$ cat src/regulator_drive_pkg.sv
package regulator_drive_pkg;

  // Clock and timing figures
  localparam int unsigned CLK_PERIOD_NS = 40;
  localparam int unsigned OCP_DEG_NS = 5000;
  localparam int unsigned OCP_DEG_CYC = (OCP_DEG_NS + CLK_PERIOD_NS - 1) / CLK_PERIOD_NS;
  localparam int unsigned SLEEP_RST_NS = 2000;
  localparam int unsigned SLEEP_RST_CYC = (SLEEP_RST_NS + CLK_PERIOD_NS - 1) / CLK_PERIOD_NS;
  localparam int unsigned IN_DEG_NS = 200;
  localparam int unsigned IN_DEG_CYC = (IN_DEG_NS + CLK_PERIOD_NS - 1) / CLK_PERIOD_NS;
  localparam int unsigned RETRY_US = 4000;
  localparam int unsigned RETRY_CYC_DFLT = RETRY_US * 1000 / CLK_PERIOD_NS;
  localparam int unsigned RETRY_W = 17;
  localparam int unsigned DLY_STEP_NS = 200;
  localparam int unsigned DLY_STEP_CYC = DLY_STEP_NS / CLK_PERIOD_NS;

  // Register byte offsets
  localparam logic [7:0] CTRL_OFS = 8'h00;
  localparam logic [7:0] STATUS_OFS = 8'h04;
  localparam logic [7:0] INT_STATUS_OFS = 8'h08;
  localparam logic [7:0] INT_MASK_OFS = 8'h0C;

  // Control field positions
  localparam int unsigned CTRL_DIS_BIT = 0;
  localparam int unsigned CTRL_CL_BIT = 1;
  localparam int unsigned CTRL_VSEL_LSB = 2;
  localparam int unsigned CTRL_SEQ_DIS_BIT = 4;
  localparam int unsigned CTRL_SLEW_LSB = 5;
  localparam int unsigned CTRL_DCMP_BIT = 7;
  localparam int unsigned CTRL_TGT_LSB = 8;
  localparam int unsigned CTRL_CLR_BIT = 12;

  // Reset values
  localparam logic [1:0] VSEL_RST = 2'h0;
  localparam logic [1:0] SLEW_RST = 2'h0;
  localparam logic [3:0] TARGET_RST = 4'hF;
  localparam logic [2:0] INT_MASK_RST = 3'h0;

  // Output-voltage codes: 3.3 V, 5 V, 4 V, 5.7 V
  localparam logic [1:0] VSEL_3V3 = 2'h0;
  localparam logic [1:0] VSEL_5V0 = 2'h1;
  localparam logic [1:0] VSEL_4V0 = 2'h2;
  localparam logic [1:0] VSEL_5V7 = 2'h3;

  // Interrupt status bits
  localparam int unsigned IRQ_UV_BIT = 0;
  localparam int unsigned IRQ_OC_BIT = 1;
  localparam int unsigned IRQ_RETRY_BIT = 2;

  typedef struct packed {
    logic [3:0] delay_target;
    logic delay_comp_enable;
    logic [1:0] slew;
    logic supply_sequencing_disable;
    logic [1:0] vsel;
    logic regulator_current_limit_sel;
    logic regulator_disable;
  } ctrl_type;

  typedef enum logic [2:0] {
    OC_RUN = 3'b001,
    OC_FILTER = 3'b010,
    OC_RETRY = 3'b100
  } oc_state_type;

endpackage

$ cat src/regulator_drive_ctrl.sv
// Added by the designer: the register offsets and the APB slave port.
`timescale 1ns/100ps
module regulator_drive_ctrl
  import regulator_drive_pkg::*;
#(
  parameter int unsigned RETRY_CYC = RETRY_CYC_DFLT
) (
  input wire logic ref_clk_i,
  input wire logic rst_n_i,
  input wire logic clk_en_i,
  input wire logic psel_i,
  input wire logic penable_i,
  input wire logic pwrite_i,
  input wire logic [7:0] paddr_i,
  input wire logic [31:0] pwdata_i,
  output logic [31:0] prdata_o,
  output logic pready_o,
  output logic pslverr_o,
  input wire logic serial_variant_i,
  input wire logic sleep_n_i,
  input wire logic regulator_undervolt_i,
  input wire logic regulator_overcurrent_i,
  input wire logic regulator_below_ref_i,
  input wire logic regulator_current_limit_i,
  input wire logic [1:0] regulator_voltage_pin_i,
  input wire logic [1:0] slew_pin_i,
  input wire logic [2:0] drive_high_i,
  input wire logic [2:0] drive_low_i,
  input wire logic [2:0] hs_gate_off_i,
  input wire logic [2:0] ls_gate_off_i,
  output logic fault_out_n_o,
  output logic fault_out_n_oe_n_o,
  output logic regulator_hs_on_o,
  output logic regulator_ls_on_o,
  output logic regulator_low_limit_o,
  output logic [1:0] regulator_vsel_o,
  output logic ldo_from_regulator_o,
  output logic charge_pump_en_o,
  output logic [1:0] slew_o,
  output logic [2:0] gate_hs_o,
  output logic [2:0] gate_ls_o,
  output logic irq_o
);

  localparam int unsigned SYNC_W = 22;

  logic [SYNC_W-1:0] sync_meta_r;
  logic [SYNC_W-1:0] sync_r;
  logic sleep_n_s, uv_s, oc_s, below_s, cl_s, strap_s;
  logic [1:0] vpin_s, slewpin_s;
  logic [2:0] inh_s, inl_s, hs_off_s, ls_off_s;
  logic strap_done_r, serial_r;
  logic [1:0] strap_wait_r;
  ctrl_type ctrl_r;
  logic clear_fault_cmd_r;
  logic [2:0] int_status_r, int_mask_r, int_set;
  logic regulator_undervolt_flag_r, regulator_overcurrent_flag_r;
  logic uv_prev_r, oc_event, retry_done;
  oc_state_type oc_state_r;
  logic [RETRY_W-1:0] oc_cnt_r;
  logic [7:0] sleep_cnt_r;
  logic sleep_pulse_clr;
  logic wr_en, rd_en;
  logic reg_enabled, reg_halt;
  logic [7:0] pd_meas [3];

  // Two-flop synchroniser for every pin input
  always_ff @(posedge ref_clk_i or negedge rst_n_i) begin
    if (!rst_n_i) begin
      sync_meta_r <= '0;
      sync_r <= '0;
    end else if (clk_en_i) begin
      sync_meta_r <= {strap_s_in(), sleep_n_i, regulator_undervolt_i, regulator_overcurrent_i,
                      regulator_below_ref_i, regulator_current_limit_i,
                      regulator_voltage_pin_i, slew_pin_i, drive_high_i, drive_low_i,
                      hs_gate_off_i, ls_gate_off_i};
      sync_r <= sync_meta_r;
    end
  end

  function automatic logic strap_s_in();
    return serial_variant_i;
  endfunction

  assign {strap_s, sleep_n_s, uv_s, oc_s, below_s, cl_s, vpin_s, slewpin_s,
          inh_s, inl_s, hs_off_s, ls_off_s} = sync_r;

  // Variant strap caught once the synchroniser holds the real pin level
  always_ff @(posedge ref_clk_i or negedge rst_n_i) begin
    if (!rst_n_i) begin
      strap_done_r <= 1'b0;
      strap_wait_r <= 2'h0;
      serial_r <= 1'b0;
    end else if (clk_en_i && !strap_done_r) begin
      if (strap_wait_r != 2'h2) begin
        strap_wait_r <= strap_wait_r + 2'h1; // Reset zeros still in the flops
      end else begin
        strap_done_r <= 1'b1;
        serial_r <= strap_s;
      end
    end
  end

  assign wr_en = psel_i && penable_i && pwrite_i && pready_o;
  assign rd_en = psel_i && !penable_i && !pwrite_i;

  // Control register and self-clearing fault clear command
  always_ff @(posedge ref_clk_i or negedge rst_n_i) begin
    if (!rst_n_i) begin
      ctrl_r <= '{delay_target: TARGET_RST, slew: SLEW_RST, vsel: VSEL_RST, default: 1'b0};
      clear_fault_cmd_r <= 1'b0;
    end else if (clk_en_i) begin
      clear_fault_cmd_r <= 1'b0;
      if (wr_en && paddr_i == CTRL_OFS) begin
        ctrl_r <= pwdata_i[CTRL_TGT_LSB+3:0];
        clear_fault_cmd_r <= pwdata_i[CTRL_CLR_BIT];
      end
    end
  end

  // Interrupt mask and write-one-to-clear status, set wins
  always_ff @(posedge ref_clk_i or negedge rst_n_i) begin
    if (!rst_n_i) begin
      int_status_r <= '0;
      int_mask_r <= INT_MASK_RST;
    end else if (clk_en_i) begin
      if (wr_en && paddr_i == INT_MASK_OFS) begin
        int_mask_r <= pwdata_i[2:0];
      end
      if (wr_en && paddr_i == INT_STATUS_OFS) begin
        int_status_r <= (int_status_r & ~pwdata_i[2:0]) | int_set;
      end else begin
        int_status_r <= int_status_r | int_set;
      end
    end
  end

  // APB answer: read data registered in setup, pready in access
  always_ff @(posedge ref_clk_i or negedge rst_n_i) begin
    if (!rst_n_i) begin
      prdata_o <= '0;
      pready_o <= 1'b0;
      pslverr_o <= 1'b0;
    end else if (clk_en_i) begin
      pready_o <= psel_i && !penable_i;
      if (psel_i && !penable_i) begin
        pslverr_o <= !(paddr_i == CTRL_OFS || paddr_i == STATUS_OFS ||
                       paddr_i == INT_STATUS_OFS || paddr_i == INT_MASK_OFS);
      end
      prdata_o <= '0;
      if (rd_en) begin
        case (paddr_i)
          CTRL_OFS: prdata_o <= {19'h0, clear_fault_cmd_r, ctrl_r};
          STATUS_OFS: prdata_o <= {16'h0, pd_meas[0], 1'b0, ldo_from_regulator_o, serial_r,
                                   !fault_out_n_oe_n_o, regulator_overcurrent_flag_r,
                                   regulator_undervolt_flag_r, reg_halt_flags(),
                                   reg_halt_flags()};
          INT_STATUS_OFS: prdata_o <= {29'h0, int_status_r};
          INT_MASK_OFS: prdata_o <= {29'h0, int_mask_r};
          default: prdata_o <= '0;
        endcase
      end
    end
  end

  // Global fault and regulator fault summary follow the latched flags
  function automatic logic reg_halt_flags();
    return regulator_undervolt_flag_r | regulator_overcurrent_flag_r;
  endfunction

  // Sleep pin held low long enough counts as a reset pulse
  always_ff @(posedge ref_clk_i or negedge rst_n_i) begin
    if (!rst_n_i) begin
      sleep_cnt_r <= '0;
    end else if (clk_en_i) begin
      if (sleep_n_s) begin
        sleep_cnt_r <= '0;
      end else if (sleep_cnt_r != 8'(SLEEP_RST_CYC)) begin
        sleep_cnt_r <= sleep_cnt_r + 8'h01;
      end
    end
  end

  assign sleep_pulse_clr = sleep_n_s && (sleep_cnt_r == 8'(SLEEP_RST_CYC));

  // Undervoltage flag: set on condition, cleared by command or sleep pulse
  always_ff @(posedge ref_clk_i or negedge rst_n_i) begin
    if (!rst_n_i) begin
      regulator_undervolt_flag_r <= 1'b0;
      uv_prev_r <= 1'b0;
    end else if (clk_en_i) begin
      uv_prev_r <= uv_s;
      if (uv_s) begin
        regulator_undervolt_flag_r <= 1'b1;
      end else if (clear_fault_cmd_r || sleep_pulse_clr) begin
        regulator_undervolt_flag_r <= 1'b0;
      end
    end
  end

  assign oc_event = (oc_state_r == OC_FILTER) && oc_s && (oc_cnt_r >= RETRY_W'(OCP_DEG_CYC));
  assign retry_done = (oc_state_r == OC_RETRY) && (oc_cnt_r >= RETRY_W'(RETRY_CYC - 1));
  assign int_set = {retry_done, oc_event, uv_s && !uv_prev_r};

  // Overcurrent deglitch, latch and automatic retry
  always_ff @(posedge ref_clk_i or negedge rst_n_i) begin
    if (!rst_n_i) begin
      oc_state_r <= OC_RUN;
      oc_cnt_r <= '0;
      regulator_overcurrent_flag_r <= 1'b0;
    end else if (clk_en_i) begin
      case (oc_state_r)
        OC_RUN: begin
          oc_cnt_r <= '0;
          if (oc_s) begin
            oc_state_r <= OC_FILTER;
          end
        end
        OC_FILTER: begin
          oc_cnt_r <= oc_cnt_r + RETRY_W'(1);
          if (!oc_s) begin
            oc_state_r <= OC_RUN;
          end else if (oc_event) begin
            oc_state_r <= OC_RETRY;
            oc_cnt_r <= '0;
            regulator_overcurrent_flag_r <= 1'b1;
          end
        end
        OC_RETRY: begin
          oc_cnt_r <= oc_cnt_r + RETRY_W'(1);
          if (retry_done) begin
            oc_state_r <= OC_RUN;
            regulator_overcurrent_flag_r <= 1'b0;
          end
        end
        default: oc_state_r <= OC_RUN;
      endcase
    end
  end

  assign reg_enabled = !(serial_r && ctrl_r.regulator_disable);
  assign reg_halt = uv_s || (oc_state_r == OC_RETRY) || oc_event;

  // Regulator switches and static settings
  always_ff @(posedge ref_clk_i or negedge rst_n_i) begin
    if (!rst_n_i) begin
      regulator_hs_on_o <= 1'b0;
      regulator_ls_on_o <= 1'b0;
      regulator_low_limit_o <= 1'b0;
      regulator_vsel_o <= VSEL_RST;
      ldo_from_regulator_o <= 1'b0;
      charge_pump_en_o <= 1'b0;
      slew_o <= SLEW_RST;
    end else if (clk_en_i) begin
      regulator_hs_on_o <= reg_enabled && !reg_halt && below_s && !cl_s;
      regulator_ls_on_o <= reg_enabled && !reg_halt && !below_s;
      regulator_low_limit_o <= serial_r && ctrl_r.regulator_current_limit_sel;
      regulator_vsel_o <= serial_r ? ctrl_r.vsel : vpin_s;
      ldo_from_regulator_o <= reg_enabled && !uv_s &&
                              !(serial_r && ctrl_r.supply_sequencing_disable) &&
                              (regulator_vsel_o == VSEL_5V0 ||
                               regulator_vsel_o == VSEL_5V7);
      charge_pump_en_o <= sleep_n_s;
      slew_o <= serial_r ? ctrl_r.slew : slewpin_s;
    end
  end

  // Open-drain fault pin and interrupt line
  always_ff @(posedge ref_clk_i or negedge rst_n_i) begin
    if (!rst_n_i) begin
      fault_out_n_o <= 1'b0;
      fault_out_n_oe_n_o <= 1'b1;
      irq_o <= 1'b0;
    end else if (clk_en_i) begin
      fault_out_n_o <= 1'b0;
      fault_out_n_oe_n_o <= !(reg_halt || regulator_overcurrent_flag_r);
      irq_o <= |(int_status_r & ~int_mask_r); // Mask bit set hides its event
    end
  end

  // Per half-bridge deglitch, delay compensation and dead-time interlock
  for (genvar ph = 0; ph < 3; ph++) begin : g_phase
    logic [1:0] raw_cmd, filt_r, pend_r;
    logic [2:0] stab_r;
    logic [6:0] dly_cnt_r;
    logic [7:0] meas_cnt_r, pd_r;
    logic meas_on_r;
    logic [6:0] target_cyc, var_cyc;
    logic hs_want, ls_want;

    // 6x mode: high alone drives high side, low alone drives low side
    assign raw_cmd = {inh_s[ph] && !inl_s[ph], inl_s[ph] && !inh_s[ph]};
    assign target_cyc = 7'((ctrl_r.delay_target + 5'h01) * DLY_STEP_CYC);
    assign var_cyc = (pd_r[7] || pd_r[6:0] >= target_cyc) ? 7'h00 : target_cyc - pd_r[6:0];
    assign pd_meas[ph] = pd_r;

    // Command must hold still before it is believed
    always_ff @(posedge ref_clk_i or negedge rst_n_i) begin
      if (!rst_n_i) begin
        stab_r <= '0;
        filt_r <= '0;
      end else if (clk_en_i) begin
        if (raw_cmd != pend_r) begin
          stab_r <= '0;
        end else if (stab_r != 3'(IN_DEG_CYC)) begin
          stab_r <= stab_r + 3'h1;
        end else begin
          filt_r <= pend_r;
        end
      end
    end

    // Raw command seen last cycle, and padding delay counter
    always_ff @(posedge ref_clk_i or negedge rst_n_i) begin
      if (!rst_n_i) begin
        pend_r <= '0;
        dly_cnt_r <= '0;
      end else if (clk_en_i) begin
        pend_r <= raw_cmd;
        if (filt_r != {hs_want, ls_want} || {gate_hs_o[ph], gate_ls_o[ph]} == filt_r) begin
          dly_cnt_r <= '0;
        end else if (dly_cnt_r != 7'h7F) begin
          dly_cnt_r <= dly_cnt_r + 7'h01;
        end
      end
    end

    assign {hs_want, ls_want} = filt_r;

    // Gate outputs with interlock against the opposite gate
    always_ff @(posedge ref_clk_i or negedge rst_n_i) begin
      if (!rst_n_i) begin
        gate_hs_o[ph] <= 1'b0;
        gate_ls_o[ph] <= 1'b0;
      end else if (clk_en_i) begin
        if (!serial_r || !ctrl_r.delay_comp_enable || dly_cnt_r >= var_cyc) begin
          gate_hs_o[ph] <= hs_want && ls_off_s[ph] && !gate_ls_o[ph];
          gate_ls_o[ph] <= ls_want && hs_off_s[ph] && !gate_hs_o[ph];
        end
        if (!hs_want) begin
          gate_hs_o[ph] <= 1'b0;
        end
        if (!ls_want) begin
          gate_ls_o[ph] <= 1'b0;
        end
      end
    end

    // Measure cycles from gate command to sensed gate voltage
    always_ff @(posedge ref_clk_i or negedge rst_n_i) begin
      if (!rst_n_i) begin
        meas_on_r <= 1'b0;
        meas_cnt_r <= '0;
        pd_r <= '0;
      end else if (clk_en_i) begin
        if (!meas_on_r && gate_hs_o[ph] == hs_off_s[ph]) begin
          meas_on_r <= 1'b1;
          meas_cnt_r <= 8'h01;
        end else if (meas_on_r && gate_hs_o[ph] != hs_off_s[ph]) begin
          meas_on_r <= 1'b0;
          pd_r <= meas_cnt_r;
        end else if (meas_on_r && meas_cnt_r != 8'hFF) begin
          meas_cnt_r <= meas_cnt_r + 8'h01;
        end
      end
    end
  end

endmodule

$ cat config.mk
export PLATFORM = sky130hd
export DESIGN_NAME = regulator_drive_ctrl
export DESIGN_NICKNAME = d
export VERILOG_FILES = /design/src/regulator_drive_pkg.sv /design/src/regulator_drive_ctrl.sv
export SDC_FILE = /design/constraint.sdc
export NUM_CORES = 1
export LEC_CHECK = 0
export BUFFER_PORTS_ARGS = -buffer_cell sky130_fd_sc_hd__clkbuf_2
export CORE_UTILIZATION = 30
export DETAILED_ROUTE_END_ITERATION = 8
export PLACE_DENSITY = 0.43
export RECOVER_POWER = 50
export SETUP_SLACK_MARGIN = 0.3
export SLEW_MARGIN = 20
export SYNTH_ARGS = -nofsm -noshare
export SYNTH_HDL_FRONTEND = slang
export SYNTH_SLANG_ARGS = --single-unit
$ cat constraint.sdc
create_clock -name ref_clk_i -period 5.5 [get_ports ref_clk_i]
set_clock_uncertainty 0.2 [all_clocks]
set_input_delay 1.1 -clock ref_clk_i [delete_from_list [all_inputs] [get_ports ref_clk_i]]
set_output_delay 1.1 -clock ref_clk_i [all_outputs]
set_load 0.1 [all_outputs]
==> results of run 1 <==
routing by layer:
layer | share of wire, % | GRT usage, % | wire length [um]
met5 | 0 | 0 | 0
met4 | 2.1 | 3.28 | 594
met3 | 3.6 | 2.86 | 1020
met2 | 45 | 22.4 | 12900
met1 | 49 | 19.5 | 14100
cells by family (layout without fill, tap and decap cells):
kind of cell               Yosys count  count (layout)  synth area share (%)
adders and majority gates           77              77                  8.14
AOI/OAI and AO/OA                  225             225                  11.7
xor gates and xnor gates            50              50                  3.59
DFF                                226             226                  46.4
muxes                              113             113                  10.3
and+or+nand+nor                    365             365                  15.2
buffers and inverters              130             225                  4.58
other                                1              17                0.0307
flip-flops by register name (all words and copies together), names as in the netlist, 9 cells and up:
name,count
ctrl_r,12
g_phase.stab_r,9
sync_meta_r,22
g_phase.dly_cnt_r,21
prdata_o,16
g_phase.pd_r,24
g_phase.meas_cnt_r,24
oc_cnt_r,17
sync_r,22
cells in the final DEF, fill, tap and decap left out, types with 17 or more instances in the layout:
| cell | synthesis | final |
|---|---|---|
| a21oi_1 | 55 | 55 |
| clkbuf_16 | 0 | 28 |
| clkbuf_2 | 1 | 83 |
| conb_1 | 1 | 17 |
| dfrtp_1 | 220 | 220 |
| ha_1 | 73 | 73 |
| inv_1 | 80 | 80 |
| mux2_2 | 88 | 88 |
| mux2i_1 | 24 | 24 |
| nand2_1 | 101 | 101 |
| nand3_1 | 41 | 41 |
| nand4_1 | 22 | 22 |
| nor2_1 | 76 | 76 |
| nor3_1 | 24 | 24 |
| o21ai_0 | 82 | 82 |
| o2bb2ai_1 | 19 | 19 |
| xnor2_1 | 18 | 18 |
| xor2_1 | 32 | 32 |
worst paths after layout:
path / start / endpoint / slack [ns]
min in group asynchronous: rst_n_i / g_phase[1].dly_cnt_r[3]$_DFFE_PN0P_ / 1.11
max reg2reg: ctrl_r[10]$_DFFE_PN1P_ / gate_hs_o[2]$_DFFE_PN0P_ / 0.56
max: ctrl_r[10]$_DFFE_PN1P_ / gate_hs_o[2]$_DFFE_PN0P_ / 0.56
min: sync_r[17]$_DFFE_PN0P_ / regulator_ls_on_o$_DFFE_PN0P_ / 0.24
min reg2reg: sync_r[17]$_DFFE_PN0P_ / regulator_ls_on_o$_DFFE_PN0P_ / 0.24
max in group asynchronous: rst_n_i / g_phase[2].pd_r[7]$_DFFE_PN0P_ / 1.23
cell type report:
type / instances / area (um2) / area share, %
Multi-Input combinational cell: 847 / 6060 / 42.9
Sequential cell: 226 / 5660 / 40.1
Clock buffer: 42 / 833 / 5.89
Tap cell: 525 / 657 / 4.65
Timing Repair Buffer: 94 / 475 / 3.36
Inverter: 80 / 300 / 2.12
Clock inverter: 9 / 148 / 1.04
metrics by stage:
| step | std cells | util (%) | hold WS (ns) | setup slack [ns] | cell area [um2] |
|---|---|---|---|---|---|
| finish | 1823 | 35.4 | 0.238 | 0.557 | 14100 |
| global route | 1823 | 35.4 | 0.249 | 0.318 | 14100 |
| CTS | 1823 | 35.5 | 0.241 | 0.403 | 14200 |
| detailed placement | 1772 | 33.0 | 0.228 | 0.433 | 13200 |
| global placement | 1772 | 33.0 | 0.226 | 0.512 | 13200 |
| floorplan | 1203 | - | 0.216 | 1.01 | 12300 |
power by group through the flow:
stage          clock [uW]  combinational, uW  sequential (uW)
2_1_floorplan           0               1150             2380
3_3_place_gp            0               1580             2360
3_5_place_dp            0               1590             2370
4_1_cts              2000               1600             2340
5_1_grt              2060               1810             2400
6_report             1930               1580             2340
repair_timing:
item | 4_1_cts | 5_1_grt
buffers inserted | 0 | 0
resized for setup | 0 | 1
setup endpoints to repair | 0 | 2
==> out/qor.csv, run 1 <==
stage,metric,value,unit
detailed_routing,detailed-route DRC error count,0,
worst_setup_path,max incr delay on CP,0.57,ns
floorplan,core area,39900,um2
power_and_ir_drop,Leakage,0.00640,uW
global_route,first-pass GRT wire length,47100,um
clocking,CTS tree,done,
logic_synthesis,Synth Flop Type,dfrtp_1,
global_route,global route overflow,0,
clocking,hold_buf cts,0,
worst_setup_path,most used cell along the critical path,ha_1,
logic_synthesis,post-synthesis cell type count,69,
floorplan,FP Rows,73,
worst_setup_path,CP endpoint kind,flop,
logic_synthesis,Post-synth EDFFs,0,
detailed_routing,Post-Route WL,28600,um
global_route,pin count of the biggest net entering global routing,98,
status,status,finished with violations,
power_and_ir_drop,VDD IR max,270,uV
logic_synthesis,"Seq/Total Area, Yosys",46.4,%
logic_synthesis,Yosys top cell by area,dfrtp_1,
placement,GPL Wtd Cong,0.741,
logic_synthesis,Cells after Synth,1187,
timing,setup TNS,0,ns
logic_synthesis,Post-Synthesis Cell Area,12200,um2
global_route,vias in the first global route,8643,
worst_setup_path,CP Depth,20,
job,max-cap viol count,7,
floorplan,Initial Util,30.6,%
worst_setup_path,Crit-path slowest cell,dfstp_2,
timing,Slew HR,-73.4,%
clocking,cts bufs inserted,28,
logic_synthesis,synthesized flop and latch total,226,
logic_synthesis,Post-synth top cells,"220 x dfrtp_1, 101 x nand2_1, 88 x mux2_2",
logic_synthesis,fraction of registers with async set/reset,100,%
detailed_routing,vias per cell,4.77,
timing,Worst Max-Slew Pin Slew,2.60,ns
power_and_ir_drop,Switching Share,34.6,%
worst_setup_path,Crit path arrival time,5.20,ns
floorplan,# IOs,120,
logic_synthesis,top-area cell type share of the netlist area,45.1,%
clocking,TritonCTS Sinks,226,
worst_setup_path,Startpoint Class,flop,
power_and_ir_drop,Pint,3820,uW
worst_setup_path,worst r2r path cells,20,
placement,HPWL Detailed,20100,um
clocking,CTS H-tree depth,1,
detailed_routing,Vias,8699,
timing,Final setup viols,0,
detailed_routing,Iter 0 DRT Violations,390,
global_route,GR Util All Layers,14.1,%
timing,final worst path period share,89.9,%
placement,IO Port Bufs,83,
power_and_ir_drop,Sw Pwr,2020,uW
timing,Slew Limit Fails,305,
cells_and_area,Layout area overhead,15.9,%
logic_synthesis,ranking of synthesized cells by area,"dfrtp_1 45%, mux2_2 8.1%, ha_1 7.5%, o21ai_0 3.4%, nand2_1 3.1%",
global_route,initial antenna violation count,0,
worst_hold_path,hold crit path type,flop to flop,
cells_and_area,fillcell total,4020,
status,violated checks,"max-capacitance violations, max-slew violations",
detailed_routing,drt pass-1 iters,5,
worst_setup_path,Worst path top cell family by delay,adder cells,
power_and_ir_drop,Pwr per Cell Area,414,nW/um2
power_and_ir_drop,sequential power share,40.0,%
power_and_ir_drop,Clk pwr share,33.0,%
timing,RSZ-0062 raised after global routing,no,
detailed_routing,post-DR wirelength/cell,15.7,um
floorplan,Die Y,204,um
worst_setup_path,Crit Path Class,flop to flop,
timing,final hold violation count,0,
power_and_ir_drop,share of total power in combinational logic,27.0,%
worst_setup_path,crit-path cells,"nand3_1, xnor2_1, ha_1, ha_1, fa_1, xnor2_1, xnor2_1, buf_4, ha_1, o21a_1, o31a_1, o31a_1, nor2b_1, ha_1, nand2b_1, a21oi_1, o21ai_0, a41oi_1, mux2i_1, nand2_1",
worst_setup_path,critical path required time,5.76,ns
worst_setup_path,WP buf/inv,1,
worst_setup_path,"Max FO, Critical Path",7,
worst_hold_path,hold path cells,1,
power_and_ir_drop,Pwr Total,5850,uW
floorplan,Die ar.,41500,um2
clocking,Max Root-Sink Buffers,3,
timing,Final Critical Period,4.94,ns
clocking,Skew-Pair Late Insertion Delay,0.57,ns
clocking,Worst-path clk slew,0.06,ns
logic_synthesis,Ys Warns,0,
detailed_routing,post-route ant nets,0,
cells_and_area,number of antenna diodes,0,
logic_synthesis,Post-Syn Area per Cell,10.3,um2
floorplan,Die X,204,um
clocking,clk root buf,clkbuf_16,
logic_synthesis,most common cell in the netlist,dfrtp_1,
cells_and_area,Nets,1422,
timing,Peak Freq,202,MHz
cells_and_area,layout cells sized above 1,19.7,%
Note: power is estimated with default switching activity, not from simulation.
==> run 2: changes to the inputs <==
--- a/config.mk
+++ b/config.mk
@@ -8,7 +8,9 @@
 export BUFFER_PORTS_ARGS = -buffer_cell sky130_fd_sc_hd__clkbuf_2
 export CORE_UTILIZATION = 30
 export DETAILED_ROUTE_END_ITERATION = 8
-export PLACE_DENSITY = 0.43
+export HOLD_SLACK_MARGIN = 0.15
+export MAX_ROUTING_LAYER = met4
+export PLACE_DENSITY_LB_ADDON = 0.2
 export RECOVER_POWER = 50
 export SETUP_SLACK_MARGIN = 0.3
 export SLEW_MARGIN = 20
==> run 2 against run 1 <==
Against the previous run:
- the flow still finishes with violations (max-capacitance violations, max-slew violations)
- worst setup slack gained 0.044 ns
- core utilization grew 0.091 points
- cell count is the same
- non-clock buffer count is the same
- maximum frequency grew 0.91%
- clock power shrank 4%
- flip-flop and latch count is the same
- critical path type unchanged
- critical endpoint is now gate_ls_o[0]$_DFFE_PN0P_
- highest routed layer unchanged
==> out/qor.csv, run 2 (synthesis gave the netlist of run 1 again) <==
stage,metric,value,unit,change
clocking,Max Root-Sink Buffers,3,,unchanged
floorplan,Die Y,204,um,unchanged
clocking,TritonCTS Sinks,226,,unchanged
timing,Slew HR,-80.3,%,-6.9 points
cells_and_area,Layout area overhead,16.1,%,
timing,Slew Limit Fails,134,,-56%
detailed_routing,post-route ant nets,0,,unchanged
clocking,Skew-Pair Late Insertion Delay,0.55,ns,-0.02 ns
power_and_ir_drop,sequential power share,40.3,%,+0.3 points
power_and_ir_drop,VDD IR max,270,uV,about the same
power_and_ir_drop,Switching Share,34.8,%,+0.17 points
clocking,cts bufs inserted,28,,unchanged
timing,final worst path period share,89.1,%,-0.81 points
timing,setup TNS,0,ns,unchanged
global_route,global route overflow,0,,unchanged
cells_and_area,fillcell total,4005,,-0.37%
global_route,initial antenna violation count,0,,unchanged
detailed_routing,vias per cell,4.78,,+0.26%
cells_and_area,Top Registers,"g_phase.meas_cnt_r: 24 flops, g_phase.pd_r: 24 flops",,
timing,RSZ-0062 raised after global routing,yes,,
clocking,clk root buf,clkbuf_16,,
global_route,vias in the first global route,8806,,+1.9%
detailed_routing,Vias,8722,,+0.26%
worst_setup_path,critical path required time,5.71,ns,-0.05 ns
worst_setup_path,Crit Path Class,flop to flop,,
cells_and_area,Nets,1422,,unchanged
placement,GPL Wtd Cong,0.812,,+9.6%
floorplan,Die ar.,41500,um2,unchanged
worst_hold_path,hold crit path type,flop to flop,,
timing,Final setup viols,0,,unchanged
cells_and_area,area of the multi-input gates,6080,um2,+0.39%
global_route,first-pass GRT wire length,45700,um,-2.9%
detailed_routing,post-DR wirelength/cell,14.8,um,-5.6%
timing,worst setup margin,0.602,ns,+0.0444 ns
power_and_ir_drop,Pwr per Cell Area,406,nW/um2,-1.8%
cells_and_area,fin util,35.5,%,+0.091 points
worst_setup_path,"Max FO, Critical Path",7,,unchanged
cells_and_area,"commonest non-fill, non-tap cell in the layout",dfrtp_1,,
job,max-cap viol count,2,,-5
detailed_routing,drt pass-1 iters,5,,unchanged
floorplan,Die X,204,um,unchanged
clocking,CTS H-tree depth,1,,unchanged
clocking,CTS tree,done,,
timing,final hold violation count,0,,unchanged
placement,dpl ws,0.296,ns,-0.137 ns
floorplan,Initial Util,30.6,%,unchanged
floorplan,# IOs,120,,unchanged
worst_setup_path,Crit-path slowest cell,dfstp_2,,
global_route,pin count of the biggest net entering global routing,103,,+5.1%
floorplan,FP Rows,73,,unchanged
power_and_ir_drop,Pint,3750,uW,-1.8%
cells_and_area,number of antenna diodes,0,,unchanged
worst_setup_path,FF-to-FF setup slack,0.60,ns,+0.04 ns
global_route,GR Util All Layers,13.9,%,-0.21 points
worst_setup_path,CP endpoint kind,flop,,
worst_setup_path,most used cell along the critical path,ha_1,,
timing,Worst Max-Slew Pin Slew,2.70,ns,+0.104 ns
timing,Final Critical Period,4.90,ns,-0.0444 ns
detailed_routing,Iter 0 DRT Violations,375,,-3.8%
worst_setup_path,Startpoint Class,flop,,
placement,IO Port Bufs,83,,unchanged
timing,Peak Freq,204,MHz,+0.91%
floorplan,core area,39900,um2,unchanged
power_and_ir_drop,Clk pwr share,32.2,%,-0.8 points
status,status,finished with violations,,
placement,HPWL Detailed,19000,um,-5.6%
clocking,Worst-path clk slew,0.06,ns,about the same
power_and_ir_drop,Leakage,0.00644,uW,+0.60%
power_and_ir_drop,Sw Pwr,2000,uW,-1.0%
status,violated checks,"max-capacitance violations, max-slew violations",,
cells_and_area,most frequent cells in the layout,"220 x dfrtp_1, 101 x nand2_1, 88 x mux2_2",,
detailed_routing,detailed-route DRC error count,0,,unchanged
cells_and_area,layout cells sized above 1,20.8,%,+1.1 points
power_and_ir_drop,share of total power in combinational logic,27.5,%,+0.5 points
cells_and_area,Sequential Area,5660,um2,unchanged
worst_setup_path,crit-path cells,"nand3_1, xnor2_2, ha_1, ha_1, fa_1, xnor2_2, xnor2_2, buf_4, ha_1, o21a_1, o31a_1, o31a_1, nor2b_1, ha_1, nand2b_1, a21o_1, a21oi_1, o211ai_1, mux2i_1, o2bb2ai_1",,
worst_setup_path,Crit path arrival time,5.11,ns,-0.09 ns
detailed_routing,Post-Route WL,27000,um,-5.6%
worst_setup_path,max incr delay on CP,0.58,ns,about the same
[run 2: cell types whose count changed in the layout (fill, tap and decap cells not counted), sizes merged]
cell,delta
clkbuf,-9
clkinvlp,+1
buf,+5
clkinv,+4
inv,+1
bufinv,-2
[run 2: critical path: cells and delay by family (launching register included)]
kind	cells	cell delay [ns]
fa+ha+maj	5	1.48
simple gates	3	0.37
buf+inv	1	0.14
xor+xnor	3	0.54
flops	1	0.58
mux	1	0.24
compound gates	7	1.22
[run 2: what timing repair did]
| item | in CTS | in global routing |
|---|---|---|
| resized for setup | 1 | 4 |
| endpoints found under the setup margin | 2 | 6 |
| endpoints found under the hold margin | 0 | 0 |
| setup buffers | 0 | 4 |
| pin swaps | 0 | 3 |
| hold buffers | 0 | 0 |
[run 2: layout make-up]
cell class	instances	area share, %
multi-input combinational	847	42.9
inverter	80	2.12
timing repair buffer	94	3.66
clock buffer	38	5.92
sequential	226	40.0
tap	525	4.63
clock inverter	13	0.777
[run 2: final timing paths]
path	to	cells after the start	from
worst max register to register	gate_ls_o[0]$_DFFE_PN0P_	20	ctrl_r[10]$_DFFE_PN1P_
worst min-delay path	regulator_ls_on_o$_DFFE_PN0P_	1	sync_r[17]$_DFFE_PN0P_
worst max-delay path	gate_ls_o[0]$_DFFE_PN0P_	20	ctrl_r[10]$_DFFE_PN1P_
min in group asynchronous	g_phase[1].pend_r[0]$_DFFE_PN0P_	1	rst_n_i
worst min register to register	regulator_ls_on_o$_DFFE_PN0P_	1	sync_r[17]$_DFFE_PN0P_
max in group asynchronous	g_phase[1].pd_r[3]$_DFFE_PN0P_	2	rst_n_i
[run 2: power groups by stage]
stage | combinational, uW | sequential (uW) | clock (uW)
after floorplan | 1150 | 2380 | 0
after global placement | 1570 | 2340 | 0
after detailed placement | 1590 | 2350 | 0
after CTS | 1600 | 2320 | 1920
after global routing | 1810 | 2390 | 1980
final | 1580 | 2320 | 1860
[run 2: stage by stage]
step | instance area (um2) | power [uW] | std cells | hold slack (ns)
after floorplan | 12300 | 3530 | 1203 | 0.216
after global placement | 13200 | 3910 | 1768 | 0.234
after detailed placement | 13200 | 3940 | 1768 | 0.243
after CTS | 14100 | 5850 | 1819 | 0.231
after global routing | 14200 | 6170 | 1823 | 0.251
final | 14200 | 5760 | 1823 | 0.239
[run 2: metal layers]
metal  vias up  part of all wire, %  global-route usage (%)
li1       4361                    -                       -
met1      4206                   48                    18.2
met2       117                   46                    22.6
met3        38                  3.7                    2.19
met4         0                  1.6                    3.01
met5         -                    0                       -
==> run 3: changes to the inputs <==
--- a/config.mk
+++ b/config.mk
@@ -5,9 +5,9 @@
 export SDC_FILE = /design/constraint.sdc
 export NUM_CORES = 1
 export LEC_CHECK = 0
-export BUFFER_PORTS_ARGS = -buffer_cell sky130_fd_sc_hd__clkbuf_2
 export CORE_UTILIZATION = 30
 export DETAILED_ROUTE_END_ITERATION = 8
+export DONT_BUFFER_PORTS = 1
 export HOLD_SLACK_MARGIN = 0.15
 export MAX_ROUTING_LAYER = met4
 export PLACE_DENSITY_LB_ADDON = 0.2
==> run 3 against run 2 <==
Against the previous run:
- the flow now finishes without violations
- largest power group unchanged
- clock power up 20%
- flip-flop and latch count stayed put
- sequential share of layout area is 0.80 points higher
- die area is the same
- cell area decreased by 2.0%
- cell count down 4.6%
- via count down 3.2%
- register-to-register slack gained 0.06 ns
- critical path depth decreased by 1
- routed wire length up 0.61%
- combinational power decreased by 15%
==> out/qor.csv, run 3 (synthesis gave the netlist of run 1 again) <==
stage,metric,value,unit,change
worst_setup_path,critical path required time,5.73,ns,+0.02 ns
cells_and_area,Layout area overhead,13.9,%,
timing,Final Critical Period,4.84,ns,-0.0552 ns
clocking,cts bufs inserted,28,,unchanged
clocking,Skew-Pair Late Insertion Delay,0.57,ns,+0.02 ns
cells_and_area,layout cells sized above 1,15.3,%,-5.5 points
floorplan,Initial Util,30.6,%,unchanged
cells_and_area,Top Registers,"g_phase.meas_cnt_r: 24 flops, g_phase.pd_r: 24 flops",,
detailed_routing,post-route ant nets,0,,unchanged
clocking,Max Root-Sink Buffers,3,,unchanged
power_and_ir_drop,Leakage,0.00615,uW,-4.6%
detailed_routing,detailed-route DRC error count,0,,unchanged
cells_and_area,"commonest non-fill, non-tap cell in the layout",dfrtp_1,,
worst_setup_path,Startpoint Class,flop,,
worst_setup_path,CP endpoint kind,flop,,
detailed_routing,post-DR wirelength/cell,15.6,um,+5.5%
clocking,TritonCTS Sinks,226,,unchanged
floorplan,Die Y,204,um,unchanged
timing,final worst path period share,88.1,%,-1.0 points
detailed_routing,Vias,8447,,-3.2%
worst_setup_path,Crit path arrival time,5.08,ns,-0.03 ns
power_and_ir_drop,VDD IR max,289,uV,+7.0%
cells_and_area,Nets,1337,,-6.0%
floorplan,Die X,204,um,unchanged
clocking,CTS tree,done,,
clocking,clk root buf,clkbuf_16,,
cells_and_area,fillcell total,3987,,-0.45%
worst_setup_path,Crit Path Class,flop to flop,,
global_route,initial antenna violation count,0,,unchanged
worst_hold_path,hold crit path type,input pin to asynchronous set/reset pin,,
cells_and_area,most frequent cells in the layout,"220 x dfrtp_1, 101 x nand2_1, 88 x mux2_2",,
placement,IO Port Bufs,0,,-100%
global_route,first-pass GRT wire length,45100,um,-1.3%
floorplan,FP Rows,73,,unchanged
worst_setup_path,"Max FO, Critical Path",7,,unchanged
detailed_routing,vias per cell,4.86,,+1.5%
detailed_routing,Iter 0 DRT Violations,426,,+14%
placement,HPWL Detailed,18500,um,-2.4%
floorplan,Die ar.,41500,um2,unchanged
placement,GPL Wtd Cong,0.796,,-2.0%
cells_and_area,number of antenna diodes,0,,unchanged
timing,worst hold slack,0.0558,ns,-0.184 ns
detailed_routing,Post-Route WL,27200,um,+0.61%
clocking,Worst-path clk slew,0.06,ns,about the same
floorplan,# IOs,120,,unchanged
timing,final hold violation count,0,,unchanged
clocking,CTS H-tree depth,1,,unchanged
floorplan,core area,39900,um2,unchanged
global_route,GR Util All Layers,13.8,%,-0.071 points
timing,Worst Max-Slew Pin Slew,1.08,ns,-1.62 ns
job,max-cap viol count,0,,-2
timing,Slew HR,27.9,%,+110 points
timing,RSZ-0062 raised after global routing,no,,
timing,Slew Limit Fails,0,,-100%
status,status,finished clean,,
detailed_routing,drt pass-1 iters,5,,unchanged
power_and_ir_drop,Pwr per Cell Area,436,nW/um2,+7.4%
global_route,vias in the first global route,8361,,-5.1%
global_route,global route overflow,0,,unchanged
timing,Final setup viols,0,,unchanged
global_route,pin count of the biggest net entering global routing,227,,+120%
timing,Peak Freq,206,MHz,+1.1%
power_and_ir_drop,Pwr Total,6060,uW,+5.3%
timing,setup TNS,0,ns,unchanged
[run 3: power by group]
part           internal (uW)  switching (uW)  leakage, uW
registers               1980             492      0.00282
clock network           1480             763     0.000555
logic                    628             718      0.00277
[run 3: critical path, cell delays in order, from the launching register on]
cell and delay (ns):
dfstp_2 0.58, ha_1 0.31, ha_1 0.30, ha_1 0.21, fa_1 0.37, xnor2_1 0.20, xnor2_1 0.18, buf_4 0.17
ha_1 0.26, o21a_1 0.12, o31a_1 0.12, o31a_1 0.35, nor2b_1 0.16, ha_1 0.26, nand2b_1 0.14, a21oi_1 0.13
o21ai_0 0.10, a41oi_2 0.29, mux2i_1 0.22, nand2_1 0.06
[run 3: area by class of cell]
type                            count  area (um2)  area share [%]
Tap cell                          525         657            4.73
Multi-Input combinational cell    847        6070            43.7
Timing Repair Buffer                9        67.6           0.486
Clock buffer                       31         732            5.27
Clock inverter                     21         405            2.92
Sequential cell                   226        5660            40.8
Inverter                           80         300            2.16
[run 3: final timing paths]
check | startpoint | end | slack, ns | cells after the start
max reg2reg | ctrl_r[8]$_DFFE_PN1P_ | gate_ls_o[1]$_DFFE_PN0P_ | 0.66 | 19
min | rst_n_i | g_phase[1].stab_r[0]$_DFFE_PN0P_ | 0.06 | 0
min reg2reg | sync_r[17]$_DFFE_PN0P_ | regulator_ls_on_o$_DFFE_PN0P_ | 0.23 | 1
max | ctrl_r[8]$_DFFE_PN1P_ | gate_ls_o[1]$_DFFE_PN0P_ | 0.66 | 19
min in group ref_clk_i | sync_r[17]$_DFFE_PN0P_ | regulator_ls_on_o$_DFFE_PN0P_ | 0.23 | 1
max in group asynchronous | rst_n_i | g_phase[0].meas_cnt_r[5]$_DFFE_PN0P_ | 4.56 | 0
[run 3: what timing repair did]
action / in CTS / in global routing
buffers inserted: 0 / 5
resized for setup: 0 / 3
setup endpoints to repair: 0 / 5
endpoints found under the hold margin: 220 / 220
[run 3: through the flow]
stage	utilization, %	instance area (um2)	setup WS [ns]	cells
3_3_place_gp	31.8	12700	0.478	1682
5_1_grt	34.8	13900	0.335	1739
2_1_floorplan	-	12300	1.01	1203
6_report	34.8	13900	0.657	1739
3_5_place_dp	31.8	12700	0.425	1682
4_1_cts	34.6	13800	0.410	1734
[run 3: metal layers]
layer / track usage, % / wire (um)
met4: 2.74 / 478
met2: 22.1 / 12700
met1: 18.1 / 12900
met5: - / 0
met3: 2.75 / 1190
